## src/pab_consts.svh

```systemverilog
// Constants for the general-purpose port with buzzer pair
// Functional notes
// - Data latch is one byte at 12H; seven two-way lines, one input-only line.
// - Port reads are not latched; pads sampled at the second clock phase edge.
// - Written outputs stay in the latch until software writes it again.
// - Direction bit 1 means input, 0 means output; input-only line stays input.
// - Direction register sits at 13H and may change at any time.
// - Read returns pad for input lines, latch for output lines.
// - Bit set, clear, complement read the port, modify, write back; complement here inverts all eight bits, not the selected bit.
// - After reset all lines are inputs with latches set.
// - Outputs are push-pull only; inputs Schmitt or CMOS with optional pull-high.
// - Wake-up enable at 15H, bits 0 to 6; bit 7 reads zero.
// - Pull-high enable at 14H, bits 0 to 6; bit 7 reads zero.
// - Input-only line has no wake-up and no pull-high.
// - Buzzer option: lines 0 and 1 as outputs drive buzzer and its complement.
// - Both buzzer outputs gated only by line 0 data bit.
// - Buzzer line drives 0 when gate bit is 0, else buzzer signal.
// - One option selects CMOS or Schmitt input stage for all lines.
`ifndef PAB_CONSTS_SVH
`define PAB_CONSTS_SVH
`define PAB_ADDR_DATA 8'h12
`define PAB_ADDR_DIR 8'h13
`define PAB_ADDR_PULL 8'h14
`define PAB_ADDR_WAKE 8'h15
`define PAB_DATA_RST 8'hFF
`define PAB_DIR_RST 8'hFF
`define PAB_MASK_RST 8'h00
`define PAB_MASK_BITS 8'h7F
`define PAB_INPUT_ONLY_BIT 7
`define PAB_GATE_BIT 0
`define PAB_COMP_BIT 1
`endif

```

## src/pab_pkg.sv

```systemverilog
// Types for the general-purpose port with buzzer pair
`default_nettype none
package pab_pkg;
  typedef enum logic [1:0] {
    PAB_OP_NONE,
    PAB_OP_SET,
    PAB_OP_CLR,
    PAB_OP_CPL
  } pab_bitop_t;
endpackage : pab_pkg
`default_nettype wire

```

## src/pab_sync.sv

```systemverilog
// Two-stage synchroniser for the port pads
`default_nettype none
module pab_sync #(
  parameter int WIDTH = 8
) (
  input wire logic core_clk,
  input wire logic reset,
  input wire logic [WIDTH-1:0] async_in,
  output logic [WIDTH-1:0] sync_out
);
  logic [WIDTH-1:0] meta_q;

  always_ff @(posedge core_clk or posedge reset) begin
    if (reset) begin
      meta_q <= '0;
      sync_out <= '0;
    end else begin
      meta_q <= async_in;
      sync_out <= meta_q;
    end
  end
endmodule : pab_sync
`default_nettype wire

```

## src/pab_pad_mux.sv

```systemverilog
// Pad drive selection with buzzer pair override
`default_nettype none
`include "pab_consts.svh"
module pab_pad_mux #(
  parameter int WIDTH = 8
) (
  input wire logic [WIDTH-1:0] latch,
  input wire logic [WIDTH-1:0] dir,
  input wire logic buzzer_enable,
  input wire logic buzzer_signal,
  output logic [WIDTH-1:0] drive,
  output logic [WIDTH-1:0] drive_en
);
  logic gate;

  // Gate is the line 0 data bit only
  assign gate = latch[`PAB_GATE_BIT];

  always_comb begin
    drive = latch;
    drive_en = ~dir;
    drive_en[`PAB_INPUT_ONLY_BIT] = 1'b0;
    if (buzzer_enable) begin
      drive[`PAB_GATE_BIT] = gate & buzzer_signal;
      drive[`PAB_COMP_BIT] = gate & ~buzzer_signal;
    end
  end
endmodule : pab_pad_mux
`default_nettype wire

```

## src/pab_port.sv

```systemverilog
// Eight-line port with direction, pull-high, wake-up and buzzer pair
`default_nettype none
`include "pab_consts.svh"
module pab_port
  import pab_pkg::*;
#(
  parameter int WIDTH = 8
) (
  input wire logic core_clk,
  input wire logic reset,
  input wire logic [7:0] mem_addr,
  input wire logic mem_wr,
  input wire logic [7:0] mem_wdata,
  input wire logic mem_rd,
  input wire logic [2:0] bit_sel,
  input wire pab_bitop_t bit_op,
  input wire logic second_clock_phase,
  output logic [7:0] mem_rdata,
  input wire logic [WIDTH-1:0] port_lines_in,
  output logic [WIDTH-1:0] port_lines_out,
  output logic [WIDTH-1:0] port_lines_oe,
  output logic [WIDTH-1:0] pullhigh_on,
  input wire logic buzzer_option,
  input wire logic buzzer_out,
  input wire logic schmitt_select,
  output logic schmitt_on,
  input wire logic powered_down,
  output logic wakeup_req
);
  // ****************************************
  // Registers and pad synchroniser
  // ****************************************
  logic [WIDTH-1:0] port_data_latch_q;
  logic [WIDTH-1:0] port_direction_q;
  logic [WIDTH-1:0] pullhigh_enable_q;
  logic [WIDTH-1:0] wakeup_enable_q;
  logic [WIDTH-1:0] pad_sync;
  logic [WIDTH-1:0] pad_prev_q;
  logic [2:0] sync_fill_q;
  logic [WIDTH-1:0] drive;
  logic [WIDTH-1:0] drive_en;
  logic [WIDTH-1:0] port_view;
  logic [WIDTH-1:0] rmw_d;
  logic hit_data;
  logic data_wr;
  logic [WIDTH-1:0] data_wval;

  pab_sync #(.WIDTH(WIDTH)) u_sync (
    .core_clk(core_clk),
    .reset(reset),
    .async_in(port_lines_in),
    .sync_out(pad_sync)
  );

  pab_pad_mux #(.WIDTH(WIDTH)) u_mux (
    .latch(port_data_latch_q),
    .dir(port_direction_q),
    .buzzer_enable(buzzer_option),
    .buzzer_signal(buzzer_out),
    .drive(drive),
    .drive_en(drive_en)
  );

  // ****************************************
  // Port view and bit operations
  // ****************************************
  function automatic logic [WIDTH-1:0] read_view(
    input logic [WIDTH-1:0] dir,
    input logic [WIDTH-1:0] pad,
    input logic [WIDTH-1:0] latch
  );
    logic [WIDTH-1:0] d;
    d = dir;
    d[`PAB_INPUT_ONLY_BIT] = 1'b1;
    return (d & pad) | (~d & latch);
  endfunction : read_view

  function automatic logic [WIDTH-1:0] apply_op(
    input logic [WIDTH-1:0] val,
    input pab_bitop_t op,
    input logic [2:0] sel
  );
    logic [WIDTH-1:0] m;
    m = '0;
    m[sel] = 1'b1;
    case (op)
      PAB_OP_SET: apply_op = val | m;
      PAB_OP_CLR: apply_op = val & ~m;
      PAB_OP_CPL: apply_op = ~val;
      default: apply_op = val;
    endcase
  endfunction : apply_op

  assign port_view = read_view(port_direction_q, pad_sync,
                               port_data_latch_q);
  assign rmw_d = apply_op(port_view, bit_op, bit_sel);
  assign hit_data = (mem_addr == `PAB_ADDR_DATA);
  assign data_wr = hit_data && (mem_wr || bit_op != PAB_OP_NONE);
  assign data_wval = (bit_op != PAB_OP_NONE) ? rmw_d : mem_wdata;

  // ****************************************
  // Register writes
  // ****************************************
  always_ff @(posedge core_clk or posedge reset) begin
    if (reset) begin
      port_data_latch_q <= `PAB_DATA_RST;
    end else if (data_wr) begin
      port_data_latch_q <= data_wval;
    end
  end

  always_ff @(posedge core_clk or posedge reset) begin
    if (reset) begin
      port_direction_q <= `PAB_DIR_RST;
    end else if (mem_wr && mem_addr == `PAB_ADDR_DIR) begin
      port_direction_q <= mem_wdata;
    end
  end

  always_ff @(posedge core_clk or posedge reset) begin
    if (reset) begin
      pullhigh_enable_q <= `PAB_MASK_RST;
    end else if (mem_wr && mem_addr == `PAB_ADDR_PULL) begin
      pullhigh_enable_q <= mem_wdata & `PAB_MASK_BITS;
    end
  end

  always_ff @(posedge core_clk or posedge reset) begin
    if (reset) begin
      wakeup_enable_q <= `PAB_MASK_RST;
    end else if (mem_wr && mem_addr == `PAB_ADDR_WAKE) begin
      wakeup_enable_q <= mem_wdata & `PAB_MASK_BITS;
    end
  end

  // ****************************************
  // Read data, sampled on the second phase edge
  // ****************************************
  always_ff @(posedge core_clk or posedge reset) begin
    if (reset) begin
      mem_rdata <= 8'h00;
    end else if (mem_rd && second_clock_phase) begin
      case (mem_addr)
        `PAB_ADDR_DATA: mem_rdata <= port_view;
        `PAB_ADDR_DIR: mem_rdata <= port_direction_q;
        `PAB_ADDR_PULL: mem_rdata <= pullhigh_enable_q;
        `PAB_ADDR_WAKE: mem_rdata <= wakeup_enable_q;
        default: mem_rdata <= 8'h00;
      endcase
    end
  end

  // ****************************************
  // Pad outputs and wake-up
  // ****************************************
  always_ff @(posedge core_clk or posedge reset) begin
    if (reset) begin
      port_lines_out <= '0;
      port_lines_oe <= '0;
      pullhigh_on <= '0;
      schmitt_on <= 1'b0;
    end else begin
      port_lines_out <= drive;
      port_lines_oe <= drive_en;
      pullhigh_on <= pullhigh_enable_q & port_direction_q;
      schmitt_on <= schmitt_select;
    end
  end

  // Marks when both pad stages and the previous copy hold real samples
  always_ff @(posedge core_clk or posedge reset) begin
    if (reset) begin
      sync_fill_q <= 3'h0;
    end else begin
      sync_fill_q <= {sync_fill_q[1:0], 1'h1};
    end
  end

  // Reset zeros in the pad stages would look like an edge on idle-high pins
  always_ff @(posedge core_clk or posedge reset) begin
    if (reset) begin
      pad_prev_q <= '0;
      wakeup_req <= 1'b0;
    end else begin
      pad_prev_q <= pad_sync;
      wakeup_req <= powered_down && sync_fill_q[2] &&
        |((pad_sync ^ pad_prev_q) & wakeup_enable_q
          & port_direction_q);
    end
  end
endmodule : pab_port
`default_nettype wire

```

## config.mk

```make
export PLATFORM = sky130hd
export DESIGN_NAME = pab_port
export DESIGN_NICKNAME = d
export VERILOG_FILES = /design/src/pab_pkg.sv /design/src/pab_sync.sv /design/src/pab_pad_mux.sv /design/src/pab_port.sv
export VERILOG_INCLUDE_DIRS = /design/src
export SDC_FILE = /design/constraint.sdc
export NUM_CORES = 1
export LEC_CHECK = 0
export ABC_CLOCK_PERIOD_IN_PS = 3200
export BUFFER_PORTS_ARGS = -buffer_cell sky130_fd_sc_hd__buf_4
export CORE_MARGIN = 5
export CORE_UTILIZATION = 55
export CTS_CLUSTER_SIZE = 40
export DETAILED_ROUTE_END_ITERATION = 10
export PLACE_DENSITY = 0.78
export SLEW_MARGIN = 20
export SYNTH_ARGS = -nofsm -noshare
export SYNTH_HDL_FRONTEND = slang
export SYNTH_SLANG_ARGS = --single-unit
export TNS_END_PERCENT = 50
```

## constraint.sdc

```tcl
create_clock -name core_clk -period 3.2 [get_ports core_clk]
set_input_delay 0.64 -clock core_clk [delete_from_list [all_inputs] [get_ports core_clk]]
set_output_delay 0.64 -clock core_clk [all_outputs]
set_load 0.01 [all_outputs]
```

==> results of run 1 <==
==> state kept, by name (all words and copies together), names as in the netlist <==
name	cells
u_sync.sync_out	8
pad_prev_q	7
port_lines_out	8
port_lines_oe	7
port_data_latch_q	8
u_sync.meta_q	8
mem_rdata	8
pullhigh_on	7
wakeup_enable_q	7
schmitt_on	1
sync_fill_q	3
wakeup_req	1
pullhigh_enable_q	7
port_direction_q	8
==> final timing paths <==
path / from / end / cells after the start
max in group asynchronous: reset / port_direction_q[3] / 3
min in group asynchronous: reset / pullhigh_on[0] / 2
hold reg to reg: u_sync.meta_q[2] / u_sync.sync_out[2] / 0
setup / recovery: mem_addr[7] / port_data_latch_q[6] / 5
hold / removal: u_sync.meta_q[2] / u_sync.sync_out[2] / 0
setup reg to reg: port_direction_q[6] / port_data_latch_q[6] / 4
==> power by group through the flow <==
| stage | clock network (mW) | registers (mW) | logic, mW |
|---|---|---|---|
| floorplan | 0 | 1.22 | 0.142 |
| global placement | 0 | 1.23 | 0.225 |
| detailed placement | 0 | 1.23 | 0.232 |
| CTS | 0.822 | 1.21 | 0.233 |
| global route | 0.872 | 1.22 | 0.254 |
| finish | 0.808 | 1.21 | 0.230 |
==> placed cells by master, fill, tap and decap left out, drive strengths merged, types with 2 or more instances in the layout <==
cell type	netlist	final
and3	2	2
a32o	2	2
o22ai	4	4
inv	12	11
o32ai	2	2
dfstp	16	16
mux4	5	5
o21ba	2	2
and2b	2	2
conb	2	3
buf	6	70
nand3	4	4
nand2	15	15
mux2i	16	16
nand2b	10	10
mux2	32	32
nor3b	2	2
nor2	12	12
xnor2	2	2
o21a	2	2
nand3b	2	2
clkbuf	8	12
xor2	5	5
o31ai	2	2
o21ai	18	18
or3	3	3
a21boi	2	2
a31oi	7	7
clkinv	0	3
a21oi	8	8
dfrtp	72	72
and2	7	7
==> cells by family (layout without fill, tap and decap cells) <==
| family | after synthesis | count (layout) | share of synthesized area |
|---|---|---|---|
| XOR/XNOR | 7 | 7 | 0.0163 |
| multiplexers | 53 | 53 | 0.177 |
| buffers and inverters | 26 | 98 | 0.0365 |
| flip-flops | 88 | 88 | 0.590 |
| AO/OA/AOI/OAI | 50 | 50 | 0.0823 |
| AND/OR/NAND/NOR | 63 | 63 | 0.0963 |
| other | 2 | 3 | 0.00199 |
==> area by class of cell <==
cell class / count / area [sq um]
clock inverters: 4 / 51.3
flip-flops and latches: 88 / 2220
well taps: 80 / 100
inverters: 12 / 46.3
repair buffers: 70 / 538
multi-input cells: 176 / 1410
clock buffers: 12 / 165
fillers: 517 / 2180
==> cells in the mapped netlist, types with 4 or more instances <==
cell type	n	area, sq um
mux4_2	4	90.1
nand3_1	4	20.0
clkbuf_1	5	18.8
nand2b_1	9	56.3
mux2_4	8	120
dfrtp_1	72	1800
mux2i_1	16	160
a31oi_1	7	43.8
a21oi_1	8	40.0
mux2_2	24	270
nand2_1	15	56.3
inv_1	12	45.0
and2_1	7	43.8
o21ai_0	18	90.1
xor2_1	5	43.8
o22ai_1	4	25.0
nor2_1	10	37.5
dfstp_2	16	420
==> critical path, delay by kind of cell <==
family / cells / cell delay [ps]
mux: 1 / 390
simple gates: 3 / 1070
buf+inv: 1 / 120
==> metal layers <==
layer / track usage / vias up / wire (um)
met5: 0 / - / 0
met4: 0.0745 / 0 / 112
met3: 0.0496 / 9 / 510
met2: 0.278 / 85 / 3500
met1: 0.280 / 1187 / 3450
li1: - / 1145 / -
==> flow_summary_export.csv, run 1 <==
group,metric,value,unit
clock_tree,clock_latency,350,ps
sta,setup-violations-final,0,
route,firstDrtPassIters,4,
critical_path,cp_max_fo,8,
layout,syn_to_final_growth,20.4,%
synth,yosysWarnings,0,
sta,rsz0062_at_grt,"no",
global_route,antenna_found_initial,0,
pwr,power.switching,530,uW
placed_design,gp_congestion,0.793,
clock_tree,htree_levels,3,
die,rows,30,
global_route,grt_overflow,0,
layout,fin_nets,395,
route,vias_per_cell,5.49,
pwr,seq_power_share,0.538,
clock_tree,ctsResizeCount,0,
sta,slew_headroom,0.519,
critical_path,crit_type,"primary input to register",
clock_tree,postCtsHoldBufs,0,
sta,fmax,515,MHz
sta,min_period,1940,ps
placed_design,dpl.cell_count,426,
sta,final_hold_viol_count,0,
placed_design,portBuffers,69,
layout,finalNonFillerCells,442,
pwr,p_clk_frac,0.360,
placed_design,pre_cts_ws,894,ps
die,dieArea,8610,sq um
sta,fin_skew,6.83,ps
global_route,grt_usage,0.193,
clock_tree,cts.sinks,88,
global_route,grt_pass1_vias,2421,
die,die_h,92.8,um
clock_tree,tritoncts,"done",
clock_tree,clk_pin_slew,80,ps
route,first_iter_violations,110,
placed_design,post-dp-hpwl,5350,um
pwr,total_leakage_power,2.09,nW
layout,diodes,0,
pwr,p_int,1.72,mW
route,routed_wl,7570,um
critical_path,critPathMaxStageDelay,620,ps
critical_path,worstSetupEndpointType,"register",
placed_design,postPlaceCellArea,4320,sq um
route,dr_total_vias,2426,
global_route,grt_max_degree,48,
critical_path,rrSetupSlack,1340,ps
critical_path,required,3480,ps
route,drc,0,
sta,finalHoldWorstSlack,353,ps
die,initial_core_util,0.561,
synth,syn-cell-area,3770,sq um
synth,synth-main-ff-cell,"dfrtp_1",
die,dieWidth,92.8,um
synth,synth_cell_types,44,
synth,ys_ff_latch,88,
critical_path,startpoint_type,"primary input",
pwr,pwr-share-comb,0.102,
clock_tree,cts-root-buf,"clkbuf_8",
layout,stdcell_area,4540,sq um
pwr,cellPowerDensity,496,nW/um^2
clock_tree,cts_buffer_depth,2,
critical_path,crit_slowest_cell,"or3_1",
clock_tree,cts_buffers,9,
critical_path,cp_data_arrival_time,2220,ps
die,core_area,6720,sq um
layout,layout-drive-gt1-share,0.406,
sta,tightestPinTransition,721,ps
synth,seq_area_frac_synth,0.590,
pwr,ir_worst_vdd,0.000292,V
sta,setup_tns,0,ps
sta,layout_setup_ws,1260,ps
pwr,sw_frac_of_total,0.236,
synth,synth_edf_count,0,
min_path,hp-class,"register to register",
critical_path,path_cells,"buf_4 > nor4b_4 > nand3b_1 > or3_1 > mux2_4",
global_route,grt_first_pass_wirelength,12700,um
synth,syn_area_per_cell,13.0,sq um
route,ant_nets,0,
run,drv_cap,0,
synth,ys_async_sr_fraction,1.00,
die,io_pins,72,
status,status,"finished, final reports clean",
layout,utilization,0.675,
sta,post-route-period-util,0.607,
pwr,total_power,2.25,mW
synth,synthCells,289,
sta,report.final.slew_viol_count,0,
route,wl_per_cell,17.1,um
clock_tree,cts.repair_timing.setup_buffer_count,0,
(Power assumes the default switching activity.)
==> run 2, diff against run 1 <==
--- a/config.mk
+++ b/config.mk
@@ -6,13 +6,13 @@
 export SDC_FILE = /design/constraint.sdc
 export NUM_CORES = 1
 export LEC_CHECK = 0
-export ABC_CLOCK_PERIOD_IN_PS = 3200
+export ABC_CLOCK_PERIOD_IN_PS = 1700
 export BUFFER_PORTS_ARGS = -buffer_cell sky130_fd_sc_hd__buf_4
 export CORE_MARGIN = 5
-export CORE_UTILIZATION = 55
+export CORE_UTILIZATION = 49
 export CTS_CLUSTER_SIZE = 40
 export DETAILED_ROUTE_END_ITERATION = 10
-export PLACE_DENSITY = 0.78
+export PLACE_DENSITY = 0.74
 export SLEW_MARGIN = 20
 export SYNTH_ARGS = -nofsm -noshare
 export SYNTH_HDL_FRONTEND = slang
==> constraint.sdc (replaced) <==
create_clock -name core_clk -period 1.7 [get_ports core_clk]
set_input_delay 0.34 -clock core_clk [delete_from_list [all_inputs] [get_ports core_clk]]
set_output_delay 0.34 -clock core_clk [all_outputs]
set_load 0.01 [all_outputs]
==> flow_summary_export.csv, run 2 (synthesis results as in run 1) <==
group,metric,value,unit
clock_tree,htree_levels,3,
route,vias_per_cell,5.09,
critical_path,startpoint_type,"register",
route,route.met3.wl,378,um
placed_design,gp_congestion,0.832,
sta,fmax,564,MHz
global_route,grt_overflow,0,
run,drv_cap,0,
critical_path,cp_max_fo,3,
pwr,total_leakage_power,2.21,nW
global_route,grt_first_pass_wirelength,13100,um
global_route,grt_pass1_vias,2541,
layout,fin_nets,419,
sta,fin_skew,8.91,ps
pwr,seq_power_share,0.536,
placed_design,portBuffers,69,
pwr,p_clk_frac,0.349,
sta,layout_setup_ws,-73.4,ps
global_route,grt_max_degree,89,
sta,setup_tns,-132,ps
placed_design,post-dp-hpwl,5750,um
clock_tree,cts-root-buf,"clkbuf_8",
layout,layout-drive-gt1-share,0.453,
status,status,"complete, but fails checks",
layout,mostFrequentLayoutCells,"buf_4, dfrtp_1, mux2_2",
route,dr_total_vias,2486,
global_route,antenna_found_initial,0,
layout,syn_to_final_growth,26.2,%
clock_tree,tritoncts,"done",
critical_path,path_cells,"mux2i_2 > o21ba_2 > mux4_2 > mux2_4",
critical_path,cp_data_arrival_time,2050,ps
die,rows,32,
pwr,power.switching,1.00,mW
placed_design,dpl.cell_count,472,
pwr,sw_frac_of_total,0.237,
status,violations,"setup timing",
global_route,grt_usage,0.176,
sta,setup-violations-final,3,
critical_path,crit_slowest_cell,"dfstp_2",
layout,stdcell_area,4760,sq um
pwr,total_power,4.23,mW
critical_path,path_delay_family,"multiplexers",
die,dieArea,9550,sq um
route,wl_met2,3630,um
clock_tree,clock_latency,350,ps
critical_path,required,1980,ps
min_path,worstHoldStart,"port_lines_in[0]",
critical_path,r2r_start,"port_direction_q[6]",
critical_path,worstSetupEndpointType,"register",
route,highest_layer,"met4",
route,firstDrtPassIters,4,
die,dieWidth,97.7,um
pwr,ir_worst_vdd,0.000532,V
route,first_iter_violations,127,
min_path,hp-class,"primary input to register",
route,ant_nets,0,
die,die_h,97.7,um
critical_path,rrSetupSlack,-70,ps
sta,min_period,1770,ps
critical_path,r2r_end,"port_data_latch_q[6]",
clock_tree,cts.sinks,88,
pwr,cellPowerDensity,890,nW/um^2
sta,rsz0062_at_grt,"yes",
critical_path,critPathMaxStageDelay,560,ps
layout,finalNonFillerCells,488,
placed_design,postPlaceCellArea,4530,sq um
critical_path,path_buf_inv,0,
critical_path,rr_worst_depth,4,
sta,finalHoldWorstSlack,89.7,ps
clock_tree,cts.repair_timing.setup_buffer_count,0,
layout,diodes,0,
clock_tree,cts_buffers,9,
pwr,pwr-share-comb,0.115,
clock_tree,cts_buffer_depth,2,
pwr,p_int,3.23,mW
die,core_area,7610,sq um
sta,post-route-period-util,1.04,
die,io_pins,72,
min_path,holdPathEnd,"u_sync.meta_q[0]",
sta,final_hold_viol_count,0,
critical_path,crit_type,"register to register",
route,wl_per_cell,16.1,um
sta,report.final.slew_viol_count,0,
route,drc,0,
clock_tree,clk_pin_slew,90,ps
min_path,hold_path_depth,1,
route,routed_wl,7850,um
route,wl_met1,3710,um
layout,layout_commonest_cell,"buf_4",
die,initial_core_util,0.495,
[run 2: cell type report]
cell class,instances,area (sq um)
Fill cell,629,2850
Sequential cell,88,2220
Multi-Input combinational cell,176,1430
Timing Repair Buffer,94,718
Clock buffer,12,155
Tap cell,102,128
Clock inverter,4,52.6
Inverter,12,48.8
[run 2: per-stage QoR]
stage,utilization,setup slack [ps]
after floorplan,-,-20.1
after global placement,0.595,-135
after detailed placement,0.595,-176
after CTS,0.624,-68.0
after global routing,0.625,-117
final,0.625,-73.4
[run 2: worst reg2reg max path: cells and delay by family (launching register included)]
| kind | cells | cell delay (ps) |
|---|---|---|
| flip-flops | 1 | 560 |
| multiplexers | 3 | 970 |
| AO/OA/AOI/OAI | 1 | 190 |
[run 2: how the worst max path moves through the flow]
stage / startpoint / to / depth (start not counted)
3_3_place_gp: mem_addr[7] / port_data_latch_q[3] / 6
4_1_cts: port_direction_q[4] / port_data_latch_q[4] / 4
3_5_place_dp: mem_addr[7] / port_data_latch_q[0] / 6
2_1_floorplan: port_direction_q[2] / port_data_latch_q[2] / 5
6_report: port_direction_q[6] / port_data_latch_q[6] / 4
5_1_grt: port_direction_q[4] / port_data_latch_q[4] / 4
[run 2: layer usage]
layer  up-vias  global-route usage
met5         -                   0
met4         0              0.0660
met3        11              0.0467
met2        64               0.265
met1      1218               0.246
li1       1193                   -
[run 2: power by group through the flow]
stage / logic, mW / clock network, mW / registers [mW]
floorplan: 0.267 / 0 / 2.31
global placement: 0.466 / 0 / 2.30
detailed placement: 0.482 / 0 / 2.31
CTS: 0.488 / 1.50 / 2.27
global route: 0.536 / 1.60 / 2.29
finish: 0.487 / 1.48 / 2.27
[run 2: timing repair]
| action | CTS | global route |
|---|---|---|
| pin swaps | 0 | 1 |
| hold buffers | 0 | 0 |
| cloned | 0 | 0 |
| gates resized for setup | 4 | 3 |
| setup endpoints to repair | 5 | 5 |
